**src/design/lec_pkg.sv**
```systemverilog
// Package for the lookup engine control zero register bank.
// Assumes a single 40 MHz switch core clock and an AXI4-Lite master.
`default_nettype none
package lec_pkg;
  // ****************************************************************
  // Register map and fields
  // ****************************************************************
  localparam logic [11:0] LEC_CTL0_OFS      = 12'h310;
  localparam logic [11:0] LEC_STAT_OFS      = 12'h314;
  localparam int          LEC_VLAN_EN_BIT   = 7;
  localparam int          LEC_DROP_VID_BIT  = 6;
  localparam int          LEC_AGE_HI        = 5;
  localparam int          LEC_AGE_LO        = 3;
  localparam int          LEC_RSVD_MC_BIT   = 2;
  localparam int          LEC_HASH_HI       = 1;
  localparam int          LEC_HASH_LO       = 0;
  localparam logic [7:0]  LEC_CTL0_RST      = 8'h61;
  localparam int          LEC_DIRECT_BITS   = 10;

  // ****************************************************************
  // Hash select codes
  // ****************************************************************
  typedef enum logic [1:0] {
    LEC_HASH_DIRECT  = 2'h0,
    LEC_HASH_CRC     = 2'h1,
    LEC_HASH_XOR     = 2'h2,
    LEC_HASH_DIRECT2 = 2'h3
  } lec_hash_t;

  // AXI responses.
  localparam logic [1:0]  LEC_RESP_OKAY     = 2'h0;
  localparam logic [1:0]  LEC_RESP_SLVERR   = 2'h2;
endpackage : lec_pkg
`default_nettype wire

```
**src/design/lec_ctl0.sv**
```systemverilog
// Lookup engine control zero register with its AXI4-Lite slave.
// Assumes the lookup datapath consumes the decoded controls on the same clock.
//
// The AXI4-Lite interface to the registers was left to the implementer.
`default_nettype none
module lec_ctl0 (
  // Clock and reset
  input  wire logic        clk,
  input  wire logic        rst,
  // AXI4-Lite slave
  input  wire logic [11:0] s_axi_awaddr,
  input  wire logic        s_axi_awvalid,
  output logic             s_axi_awready,
  input  wire logic [31:0] s_axi_wdata,
  input  wire logic [3:0]  s_axi_wstrb,
  input  wire logic        s_axi_wvalid,
  output logic             s_axi_wready,
  output logic [1:0]       s_axi_bresp,
  output logic             s_axi_bvalid,
  input  wire logic        s_axi_bready,
  input  wire logic [11:0] s_axi_araddr,
  input  wire logic        s_axi_arvalid,
  output logic             s_axi_arready,
  output logic [31:0]      s_axi_rdata,
  output logic [1:0]       s_axi_rresp,
  output logic             s_axi_rvalid,
  input  wire logic        s_axi_rready,
  // Lookup engine side
  input  wire logic        unknown_vid_fwd_en,
  input  wire logic        invalid_vid_frame,
  input  wire logic        dyn_entry_update,
  input  wire logic [7:0]  age_period,
  input  wire logic [47:0] dest_addr,
  input  wire logic [9:0]  crc_hash,
  input  wire logic [9:0]  xor_hash,
  output logic             vlan_mode_en,
  output logic             invalid_vid_drop,
  output logic             invalid_vid_to_host,
  output logic [2:0]       entry_age_count,
  output logic [10:0]      aging_periods,
  output logic             rsvd_mc_lookup_en,
  output logic [9:0]       dyn_table_index
);

  // ****************************************************************
  // State
  // ****************************************************************
  typedef struct packed {
    logic [7:0]  ctl;
    logic        aw_held;
    logic [11:0] awaddr;
    logic        w_held;
    logic [7:0]  wdata;
    logic        wstrb0;
    logic        bvalid;
    logic [1:0]  bresp;
    logic        rvalid;
    logic [31:0] rdata;
    logic [1:0]  rresp;
    logic [2:0]  age_q;
    logic [9:0]  idx_q;
  } lec_state_t;

  lec_state_t st_r;
  lec_state_t st_nxt;
  logic [11:0] wa;
  logic [7:0]  wd;
  logic        ws;
  logic        do_wr;
  logic        drop_c;
  logic [9:0]  idx_c;

  assign s_axi_awready = !st_r.aw_held && !st_r.bvalid;
  assign s_axi_wready  = !st_r.w_held && !st_r.bvalid;
  assign s_axi_arready = !st_r.rvalid;

  // ****************************************************************
  // Next state
  // ****************************************************************
  always_comb begin
    st_nxt = st_r;
    wa     = st_r.aw_held ? st_r.awaddr : s_axi_awaddr;
    wd     = st_r.w_held ? st_r.wdata : s_axi_wdata[7:0];
    ws     = st_r.w_held ? st_r.wstrb0 : s_axi_wstrb[0];
    if (s_axi_awvalid && s_axi_awready) begin
      st_nxt.aw_held = 1'b1;
      st_nxt.awaddr  = s_axi_awaddr;
    end
    if (s_axi_wvalid && s_axi_wready) begin
      st_nxt.w_held = 1'b1;
      st_nxt.wdata  = s_axi_wdata[7:0];
      st_nxt.wstrb0 = s_axi_wstrb[0];
    end
    do_wr = (st_r.aw_held || (s_axi_awvalid && s_axi_awready))
         && (st_r.w_held || (s_axi_wvalid && s_axi_wready));
    if (do_wr) begin
      st_nxt.aw_held = 1'b0;
      st_nxt.w_held  = 1'b0;
      st_nxt.bvalid  = 1'b1;
      st_nxt.bresp   = lec_pkg::LEC_RESP_OKAY;
      if (wa[11:2] == lec_pkg::LEC_CTL0_OFS[11:2]) begin
        if (ws) begin
          st_nxt.ctl = wd;
        end
      end else if (wa[11:2] != lec_pkg::LEC_STAT_OFS[11:2]) begin
        st_nxt.bresp = lec_pkg::LEC_RESP_SLVERR;
      end
    end
    if (st_r.bvalid && s_axi_bready) begin
      st_nxt.bvalid = 1'b0;
    end
    if (st_r.rvalid && s_axi_rready) begin
      st_nxt.rvalid = 1'b0;
    end
    if (s_axi_arvalid && s_axi_arready) begin
      st_nxt.rvalid = 1'b1;
      st_nxt.rresp  = lec_pkg::LEC_RESP_OKAY;
      st_nxt.rdata  = 32'h0;
      if (s_axi_araddr[11:2] == lec_pkg::LEC_CTL0_OFS[11:2]) begin
        st_nxt.rdata = {24'h0, st_r.ctl};
      end else if (s_axi_araddr[11:2] == lec_pkg::LEC_STAT_OFS[11:2]) begin
        // Shows the block's live lookup state: last loaded age and index.
        st_nxt.rdata = {19'h0, st_r.age_q, st_r.idx_q};
      end else begin
        st_nxt.rresp = lec_pkg::LEC_RESP_SLVERR;
      end
    end
    // Age count captured into the entry being updated.
    if (dyn_entry_update) begin
      st_nxt.age_q = st_r.ctl[lec_pkg::LEC_AGE_HI:lec_pkg::LEC_AGE_LO];
      st_nxt.idx_q = idx_c;
    end
  end

  always_ff @(posedge clk or posedge rst) begin
    if (rst) begin
      st_r     <= '0;
      st_r.ctl <= lec_pkg::LEC_CTL0_RST;
    end else begin
      st_r <= st_nxt;
    end
  end

  // ****************************************************************
  // Decoded controls
  // ****************************************************************
  always_comb begin
    case (lec_pkg::lec_hash_t'(st_r.ctl[lec_pkg::LEC_HASH_HI:lec_pkg::LEC_HASH_LO]))
      lec_pkg::LEC_HASH_CRC: idx_c = crc_hash;
      lec_pkg::LEC_HASH_XOR: idx_c = xor_hash;
      default:               idx_c = dest_addr[lec_pkg::LEC_DIRECT_BITS-1:0];
    endcase
  end

  // Unknown-VLAN forwarding takes the frame away from the drop decision.
  assign drop_c = st_r.ctl[lec_pkg::LEC_DROP_VID_BIT] && !unknown_vid_fwd_en;

  assign vlan_mode_en        = st_r.ctl[lec_pkg::LEC_VLAN_EN_BIT];
  assign invalid_vid_drop    = invalid_vid_frame && drop_c;
  assign invalid_vid_to_host = invalid_vid_frame && !st_r.ctl[lec_pkg::LEC_DROP_VID_BIT]
                               && !unknown_vid_fwd_en;
  assign entry_age_count     = st_r.age_q;
  // Aging time is the age count times the period, in period units.
  assign aging_periods       = 11'(st_r.ctl[lec_pkg::LEC_AGE_HI:lec_pkg::LEC_AGE_LO])
                               * 11'(age_period);
  assign rsvd_mc_lookup_en   = st_r.ctl[lec_pkg::LEC_RSVD_MC_BIT];
  assign dyn_table_index     = st_r.idx_q;
  assign s_axi_bvalid        = st_r.bvalid;
  assign s_axi_bresp         = st_r.bresp;
  assign s_axi_rvalid        = st_r.rvalid;
  assign s_axi_rdata         = st_r.rdata;
  assign s_axi_rresp         = st_r.rresp;

  // ****************************************************************
  // Checks
  // ****************************************************************
  vlan_en_reg_a: assert property (@(posedge clk) disable iff (rst)
    (do_wr && wa[11:2] == lec_pkg::LEC_CTL0_OFS[11:2] && ws)
      |=> vlan_mode_en == $past(wd[7]))
    else $error("vlan enable not written");
  drop_route_a: assert property (@(posedge clk) disable iff (rst)
    !(invalid_vid_drop && invalid_vid_to_host))
    else $error("invalid vid both dropped and forwarded");
  drop_select_a: assert property (@(posedge clk) disable iff (rst)
    (invalid_vid_frame && !unknown_vid_fwd_en)
      |-> invalid_vid_drop == st_r.ctl[6] && invalid_vid_to_host == !st_r.ctl[6])
    else $error("invalid vid routing does not follow the drop bit");
  unknown_override_a: assert property (@(posedge clk) disable iff (rst)
    unknown_vid_fwd_en |-> !invalid_vid_drop && !invalid_vid_to_host)
    else $error("unknown vid forwarding not overriding");
  age_load_a: assert property (@(posedge clk) disable iff (rst)
    dyn_entry_update |=> entry_age_count == $past(st_r.ctl[5:3]))
    else $error("age count not loaded");
  aging_time_a: assert property (@(posedge clk) disable iff (rst)
    age_period == 8'h1 |-> aging_periods == {8'h0, st_r.ctl[5:3]})
    else $error("aging time wrong");
  rsvd_mc_a: assert property (@(posedge clk) disable iff (rst)
    (do_wr && wa[11:2] == lec_pkg::LEC_CTL0_OFS[11:2] && ws)
      |=> rsvd_mc_lookup_en == $past(wd[2]))
    else $error("reserved multicast enable not written");
  hash_sel_a: assert property (@(posedge clk) disable iff (rst)
    (dyn_entry_update && st_r.ctl[1:0] == 2'h2) |=> dyn_table_index == $past(xor_hash))
    else $error("xor hash not used");
  hash_direct_a: assert property (@(posedge clk) disable iff (rst)
    (dyn_entry_update && (st_r.ctl[1:0] == 2'h0 || st_r.ctl[1:0] == 2'h3))
      |=> dyn_table_index == $past(dest_addr[9:0]))
    else $error("direct index not used");
  read_data_a: assert property (@(posedge clk) disable iff (rst)
    (s_axi_arvalid && s_axi_arready && s_axi_araddr[11:2] == lec_pkg::LEC_CTL0_OFS[11:2])
      |=> s_axi_rdata == {24'h0, $past(st_r.ctl)})
    else $error("control read data wrong");
  write_resp_a: assert property (@(posedge clk) disable iff (rst)
    do_wr |=> s_axi_bvalid)
    else $error("write response missing");
  wr_cov: cover property (@(posedge clk) disable iff (rst) do_wr ##1 s_axi_bvalid);
  rd_cov: cover property (@(posedge clk) disable iff (rst) s_axi_rvalid && s_axi_rready);
  drop_cov: cover property (@(posedge clk) disable iff (rst) invalid_vid_drop);
  unk_cov: cover property (@(posedge clk) disable iff (rst) unknown_vid_fwd_en && invalid_vid_frame);
  crc_cov: cover property (@(posedge clk) disable iff (rst)
    dyn_entry_update && st_r.ctl[1:0] == 2'h1);

endmodule : lec_ctl0
`default_nettype wire

```
**config.mk**
```make
export PLATFORM = sky130hd
export DESIGN_NAME = lec_ctl0
export DESIGN_NICKNAME = d
export VERILOG_FILES = /design/src/design/lec_pkg.sv /design/src/design/lec_ctl0.sv
export SDC_FILE = /design/constraint.sdc
export NUM_CORES = 1
export LEC_CHECK = 0
export BUFFER_PORTS_ARGS = -buffer_cell sky130_fd_sc_hd__buf_2
export CAP_MARGIN = 20
export CORE_MARGIN = 2
export CORE_UTILIZATION = 45
export DETAILED_ROUTE_END_ITERATION = 12
export PLACE_DENSITY = 0.84
export SYNTH_ARGS = -nofsm -noshare
export SYNTH_HDL_FRONTEND = slang
export SYNTH_SLANG_ARGS = --single-unit
export TNS_END_PERCENT = 10
```
**constraint.sdc**
```tcl
create_clock -name clk -period 9.2 [get_ports clk]
set_input_delay 1.84 -clock clk [delete_from_list [all_inputs] [get_ports clk]]
set_output_delay 1.84 -clock clk [all_outputs]
set_load 0.02 [all_outputs]
```
==> results_dict.tcl, run 1 <==
set metrics [dict create \
    cts_made_buffers 9 \
    fin_crit_ns 6.071 \
    cp_max_fo 3 \
    avgSynthCellArea_um2 10.19 \
    syn_area_um2 3739 \
    wl_um 8326 \
    p_seq_frac 0.435 \
    swShare 0.2935 \
    groute.usage.overall 0.1822 \
    grt_overflow_total 0 \
    numPortBuffers 124 \
    drc 0 \
    post-route-period-util 0.6599 \
    detail_route.wl_per_cell_um 14.63 \
    async_reset_ff_frac 1.000 \
    power_switching_mw 0.2427 \
    yosysSeqAreaShare 0.3959 \
    setup_viol 0 \
    synth-edff-count 0 \
    worstMarginPinSlew_ns 0.7558 \
    end_kind "primary output" \
    ys_seq_elements 59 \
    start_kind "input port" \
    outcome "completed" \
    drt-initial-drc-count 85 \
    hold_viol 0 \
    drtAntennaViolNets 0 \
    grt_max_degree 60 \
    areaGrowthSynthToFinish_pct 16.93 \
    netlist_top_cells_area "dfrtp_1 (37%), mux2_2 (12%), buf_4 (9.8%)" \
    die_h_um 95.15 \
    slew_viol_final 0 \
    nFillCells 744 \
    vias_per_cell 4.954 \
    maxCapViolCount 0 \
    grt_pass1_wl_um 12680 \
    grt_pass1_vias 2671 \
    coreArea_um2 8134 \
    place.gp.congestion 0.7909 \
    vias 2819 \
    skew_ns 0.009154 \
    clock_latency_ns 0.33 \
    rsz0062_at_grt "no" \
    setup_tns_ns 0 \
    post-synth-top-area-cell "dfrtp_1" \
    drive_gt1_frac 0.4267 \
    cts_root_buffer "clkbuf_8" \
    pwr-share-comb 0.244 \
    synth_warnings 0 \
    cell_internal_pwr_mw 0.5842 \
    cts.htree.levels 3 \
    max_freq_ghz 0.1647 \
    synth.distinct_cells 47 \
    totalPowerFinal_mw 0.8269 \
    p_clk_frac 0.321 \
    power_density_nw_per_um2 189.2 \
    synthCells 367 \
    clk_pin_slew_ns 0.06 \
    required_ns 7.36 \
    antenna_found_initial 0 \
    arrival_ns 4.23 \
    initial_core_util 0.4596 \
    cts_max_path_buffers 2 \
    cts_post_setup_buffers_inserted 0 \
    rows 33 \
    crit_type "input port to primary output" \
    cts_tree "done" \
    dpl.hpwl_um 6526 \
    p_leak_nw 2.262 \
    clock_sinks 59 \
    ir_drop_mv 0.1918 \
    holdBufCountCts 0 \
    hold_path_class "flop to flop" \
    max_slew_margin 0.4949 \
    ios 215 \
    dieArea_um2 9054 \
    final_net_count 624 \
    synth.top_cell.area_share 0.3748 \
    synth_ff_type "dfrtp_1" \
    diodes 0 \
    die_w_um 95.15 \
    first_pass_iters 4 \
    post_cts_resized 0 \
]
-- synth_stat cells (2+ instances only) --
master / instances
a21oi_1: 3
a22oi_1: 18
xnor2_1: 3
fa_1: 7
nand2b_1: 3
buf_4: 49
nor4_1: 2
xor2_1: 3
dfrtp_1: 56
mux2_4: 6
o21ai_0: 26
nand2_1: 50
ha_1: 12
nand4_1: 2
nor3_1: 3
buf_6: 2
nand3_1: 3
inv_1: 19
dfstp_2: 3
o211ai_1: 2
mux2_2: 39
and2_1: 8
clkbuf_1: 11
nor2_1: 6
nor3b_1: 2
buf_2: 3
mux2i_1: 6
-- metal layers --
metal	wire, um	vias up	track usage	share of wire
met5	0	-	0	0
met4	156	0	0.07246	0.019
met3	379	13	0.03162	0.046
met2	4393	88	0.3216	0.53
met1	3396	1350	0.2202	0.41
li1	-	1368	-	-
-- logic make-up after synthesis --
family	Yosys count	synth area share
AND/OR/NAND/NOR	89	0.1181
buffers and inverters	85	0.1396
flip-flops	59	0.3959
AO/OA/AOI/OAI	57	0.09605
multiplexers	51	0.1576
adder cells (fa/ha/maj)	19	0.07764
XOR/XNOR	6	0.01406
other	1	0.001003
-- worst max-delay path: stages --
cell and delay, ns:
buf_2 0.10, nand2_1 0.08, fa_1 0.56, inv_1 0.05
ha_1 0.20, inv_1 0.08, fa_1 0.22, nor2b_1 0.06
o21ai_0 0.17, nand2b_1 0.12, a311oi_1 0.37, xnor2_1 0.18
buf_2 0.19
-- per-stage QoR --
step	hold WS (ns)	cells	area (um^2)	util	worst slack (ns)
after floorplan	0.4510	387	3814	-	3.366
after global placement	0.4572	552	4136	0.5085	3.227
after detailed placement	0.4678	552	4136	0.5085	3.137
after CTS	0.4827	568	4364	0.5365	3.122
after global routing	0.4983	569	4372	0.5375	3.005
final	0.4763	569	4372	0.5375	3.129
-- final timing paths --
kind,endpoint,slack (ns),start,depth (start not counted)
hold / removal,s_axi_rresp[1],0.48,s_axi_rresp[1],2
setup / recovery,aging_periods[8],3.13,age_period[0],13
hold reg to reg,s_axi_rresp[1],0.48,s_axi_rresp[1],2
setup reg to reg,st_r[78],6.68,st_r[60],5
min in group asynchronous,s_axi_rdata[7],1.71,rst,3
max in group asynchronous,st_r[78],7.00,rst,3
-- final cells by class --
| class | count | area (um^2) | share of cell area |
|---|---|---|---|
| Clock buffer | 12 | 155.1 | 0.03549 |
| Clock inverter | 4 | 72.57 | 0.01660 |
| Inverter | 19 | 71.32 | 0.01631 |
| Multi-Input combinational cell | 243 | 1818 | 0.4159 |
| Sequential cell | 59 | 1480 | 0.3386 |
| Tap cell | 105 | 131.4 | 0.03005 |
| Timing Repair Buffer | 127 | 643.1 | 0.1471 |
-- power groups by stage --
stage	registers (mW)	clock network, mW	logic, mW
after floorplan	0.345	0	0.175
after global placement	0.357	0	0.194
after detailed placement	0.364	0	0.202
after CTS	0.360	0.271	0.204
after global routing	0.368	0.283	0.220
final	0.360	0.265	0.202
-- flip-flops by register name, summed over array words and instances (netlist names) --
signal and count:
s_axi_bresp 1, s_axi_rvalid 1, s_axi_rdata 13, rsvd_mc_lookup_en 1, entry_age_count 3, vlan_mode_en 1
dyn_table_index 10, s_axi_rresp 1, st_r 27, s_axi_bvalid 1
-- placed cells by master (no fill, tap or decap), types with 2 or more instances in the layout --
master / count
mux2_4: 6
xnor2_1: 3
nor4_1: 2
buf_4: 3
bufinv_16: 2
and2_1: 8
a22oi_1: 18
nor3_1: 3
nor3b_1: 2
buf_2: 124
nand4_1: 2
xor2_1: 3
nand2b_1: 3
clkbuf_8: 11
nand2_1: 50
fa_1: 7
inv_1: 18
nor2_1: 6
conb_1: 21
dfrtp_1: 56
mux2i_1: 6
o211ai_1: 2
a21oi_1: 3
dfstp_2: 3
ha_1: 12
o21ai_0: 26
mux2_2: 39
nand3_1: 3
Note: power is estimated with default switching activity, not from simulation.
==> run 2, diff against run 1 <==
Settings changed: CORE_UTILIZATION 45 to 40, PLACE_DENSITY 0.84 to 0.79.
Clock period 9.2 ns to 5 ns, I/O delays scaled along.
==> results_dict.tcl, run 2 (synthesis results as in run 1) <==
set metrics [dict create \
    skew_ns 0.009806 \
    start_kind "input port" \
    areaGrowthSynthToFinish_pct 17.50 \
    grt_max_degree 60 \
    ir_drop_mv 0.3023 \
    end_kind "primary output" \
    p_clk_frac 0.340 \
    grt_pass1_wl_um 13540 \
    drive_gt1_frac 0.4267 \
    final_common_cell "buf_2" \
    ios 215 \
    max_slew_margin 0.4829 \
    antenna_found_initial 0 \
    holdBufCountCts 0 \
    post_cts_resized 0 \
    groute.usage.overall 0.1716 \
    clock_sinks 59 \
    crit_type "input port to primary output" \
    cts_max_path_buffers 2 \
    arrival_ns 3.49 \
    slew_viol_final 0 \
    cts.htree.levels 3 \
    power_density_nw_per_um2 354.6 \
    clock_latency_ns 0.34 \
    place.gp.congestion 0.8336 \
    initial_core_util 0.4085 \
    rows 35 \
    wl_um 8520 \
    regMostFlops "st_r" \
    largest_reg_flops 27 \
    rsz0062_at_grt "no" \
    vias_per_cell 4.988 \
    cts_root_buffer "clkbuf_8" \
    dpl.hpwl_um 6600 \
    pwr-share-comb 0.236 \
    cp_max_fo 3 \
    power_switching_mw 0.4472 \
    cts_tree "done" \
    fin_crit_ns 4.488 \
    swShare 0.2871 \
    holdWs_ns 0.4695 \
    first_pass_iters 4 \
    setup_tns_ns 0 \
    drt-initial-drc-count 88 \
    cell_internal_pwr_mw 1.111 \
    worstMarginPinSlew_ns 0.7739 \
    max_freq_ghz 0.2228 \
    vias 2868 \
    diodes 0 \
    outcome "completed" \
    post-route-period-util 0.8977 \
    setup_viol 0 \
    required_ns 4.00 \
    coreArea_um2 9153 \
    hold_viol 0 \
    most-common-layout-cells "buf_2 (124), dfrtp_1 (56), nand2_1 (50)" \
    p_leak_nw 2.272 \
    dp_slack_ns 0.5610 \
    totalPowerFinal_mw 1.558 \
    clk_pin_slew_ns 0.06 \
    dieArea_um2 10140 \
    final_net_count 624 \
    worst_slack_ns 0.5117 \
    die_w_um 100.7 \
    cts_made_buffers 9 \
    cts_post_setup_buffers_inserted 0 \
    grt_pass1_vias 2832 \
    die_h_um 100.7 \
    hold_path_class "flop to flop" \
    drc 0 \
    maxCapViolCount 0 \
    grt_overflow_total 0 \
    detail_route.wl_per_cell_um 14.82 \
    drtAntennaViolNets 0 \
    p_seq_frac 0.424 \
    numPortBuffers 124 \
]
run 2: layout make-up:
type                            instances  area, um^2
Fill cell                             856        4760
Multi-Input combinational cell        243        1818
Sequential cell                        59        1480
Timing Repair Buffer                  127       643.1
Clock buffer                           11       141.4
Tap cell                              111       138.9
Clock inverter                          5       100.1
Inverter                               19       71.32
run 2: worst max-delay path: stages:
cell      delay (ns)
buf_2           0.10
nand2_1         0.07
fa_1            0.60
inv_1           0.06
ha_1            0.29
a21oi_1         0.26
o211ai_1        0.18
or4_1           0.44
o311a_1         0.15
xor2_1          0.15
buf_2           0.19
run 2: through the flow:
stage	util	std cells	cell area (um^2)
3_5_place_dp	0.4528	558	4144
6_report	0.4800	575	4393
4_1_cts	0.4792	574	4385
3_3_place_gp	0.4528	558	4144
5_1_grt	0.4800	575	4393
2_1_floorplan	-	387	3814
run 2: final timing paths:
path	startpoint	cells past startpoint	endpoint	slack, ns
min reg2reg	s_axi_rdata[0]	2	s_axi_rdata[0]	0.47
max reg2reg	st_r[60]	5	st_r[78]	2.49
max	age_period[1]	11	aging_periods[9]	0.51
max in group asynchronous	rst	3	dyn_table_index[6]	3.64
min	s_axi_rdata[0]	2	s_axi_rdata[0]	0.47
min in group asynchronous	rst	3	s_axi_rdata[8]	0.86
run 2: power groups by stage:
| stage | combinational, mW | clock (mW) | sequential (mW) |
|---|---|---|---|
| CTS | 0.372 | 0.539 | 0.660 |
| detailed placement | 0.370 | 0 | 0.669 |
| global route | 0.401 | 0.562 | 0.678 |
| finish | 0.368 | 0.530 | 0.660 |
| floorplan | 0.321 | 0 | 0.634 |
| global placement | 0.356 | 0 | 0.660 |
run 2: layer usage:
metal	wire length (um)	global-route usage
met5	0	0
met4	96	0.04953
met3	553	0.05825
met2	4407	0.3031
met1	3462	0.1967
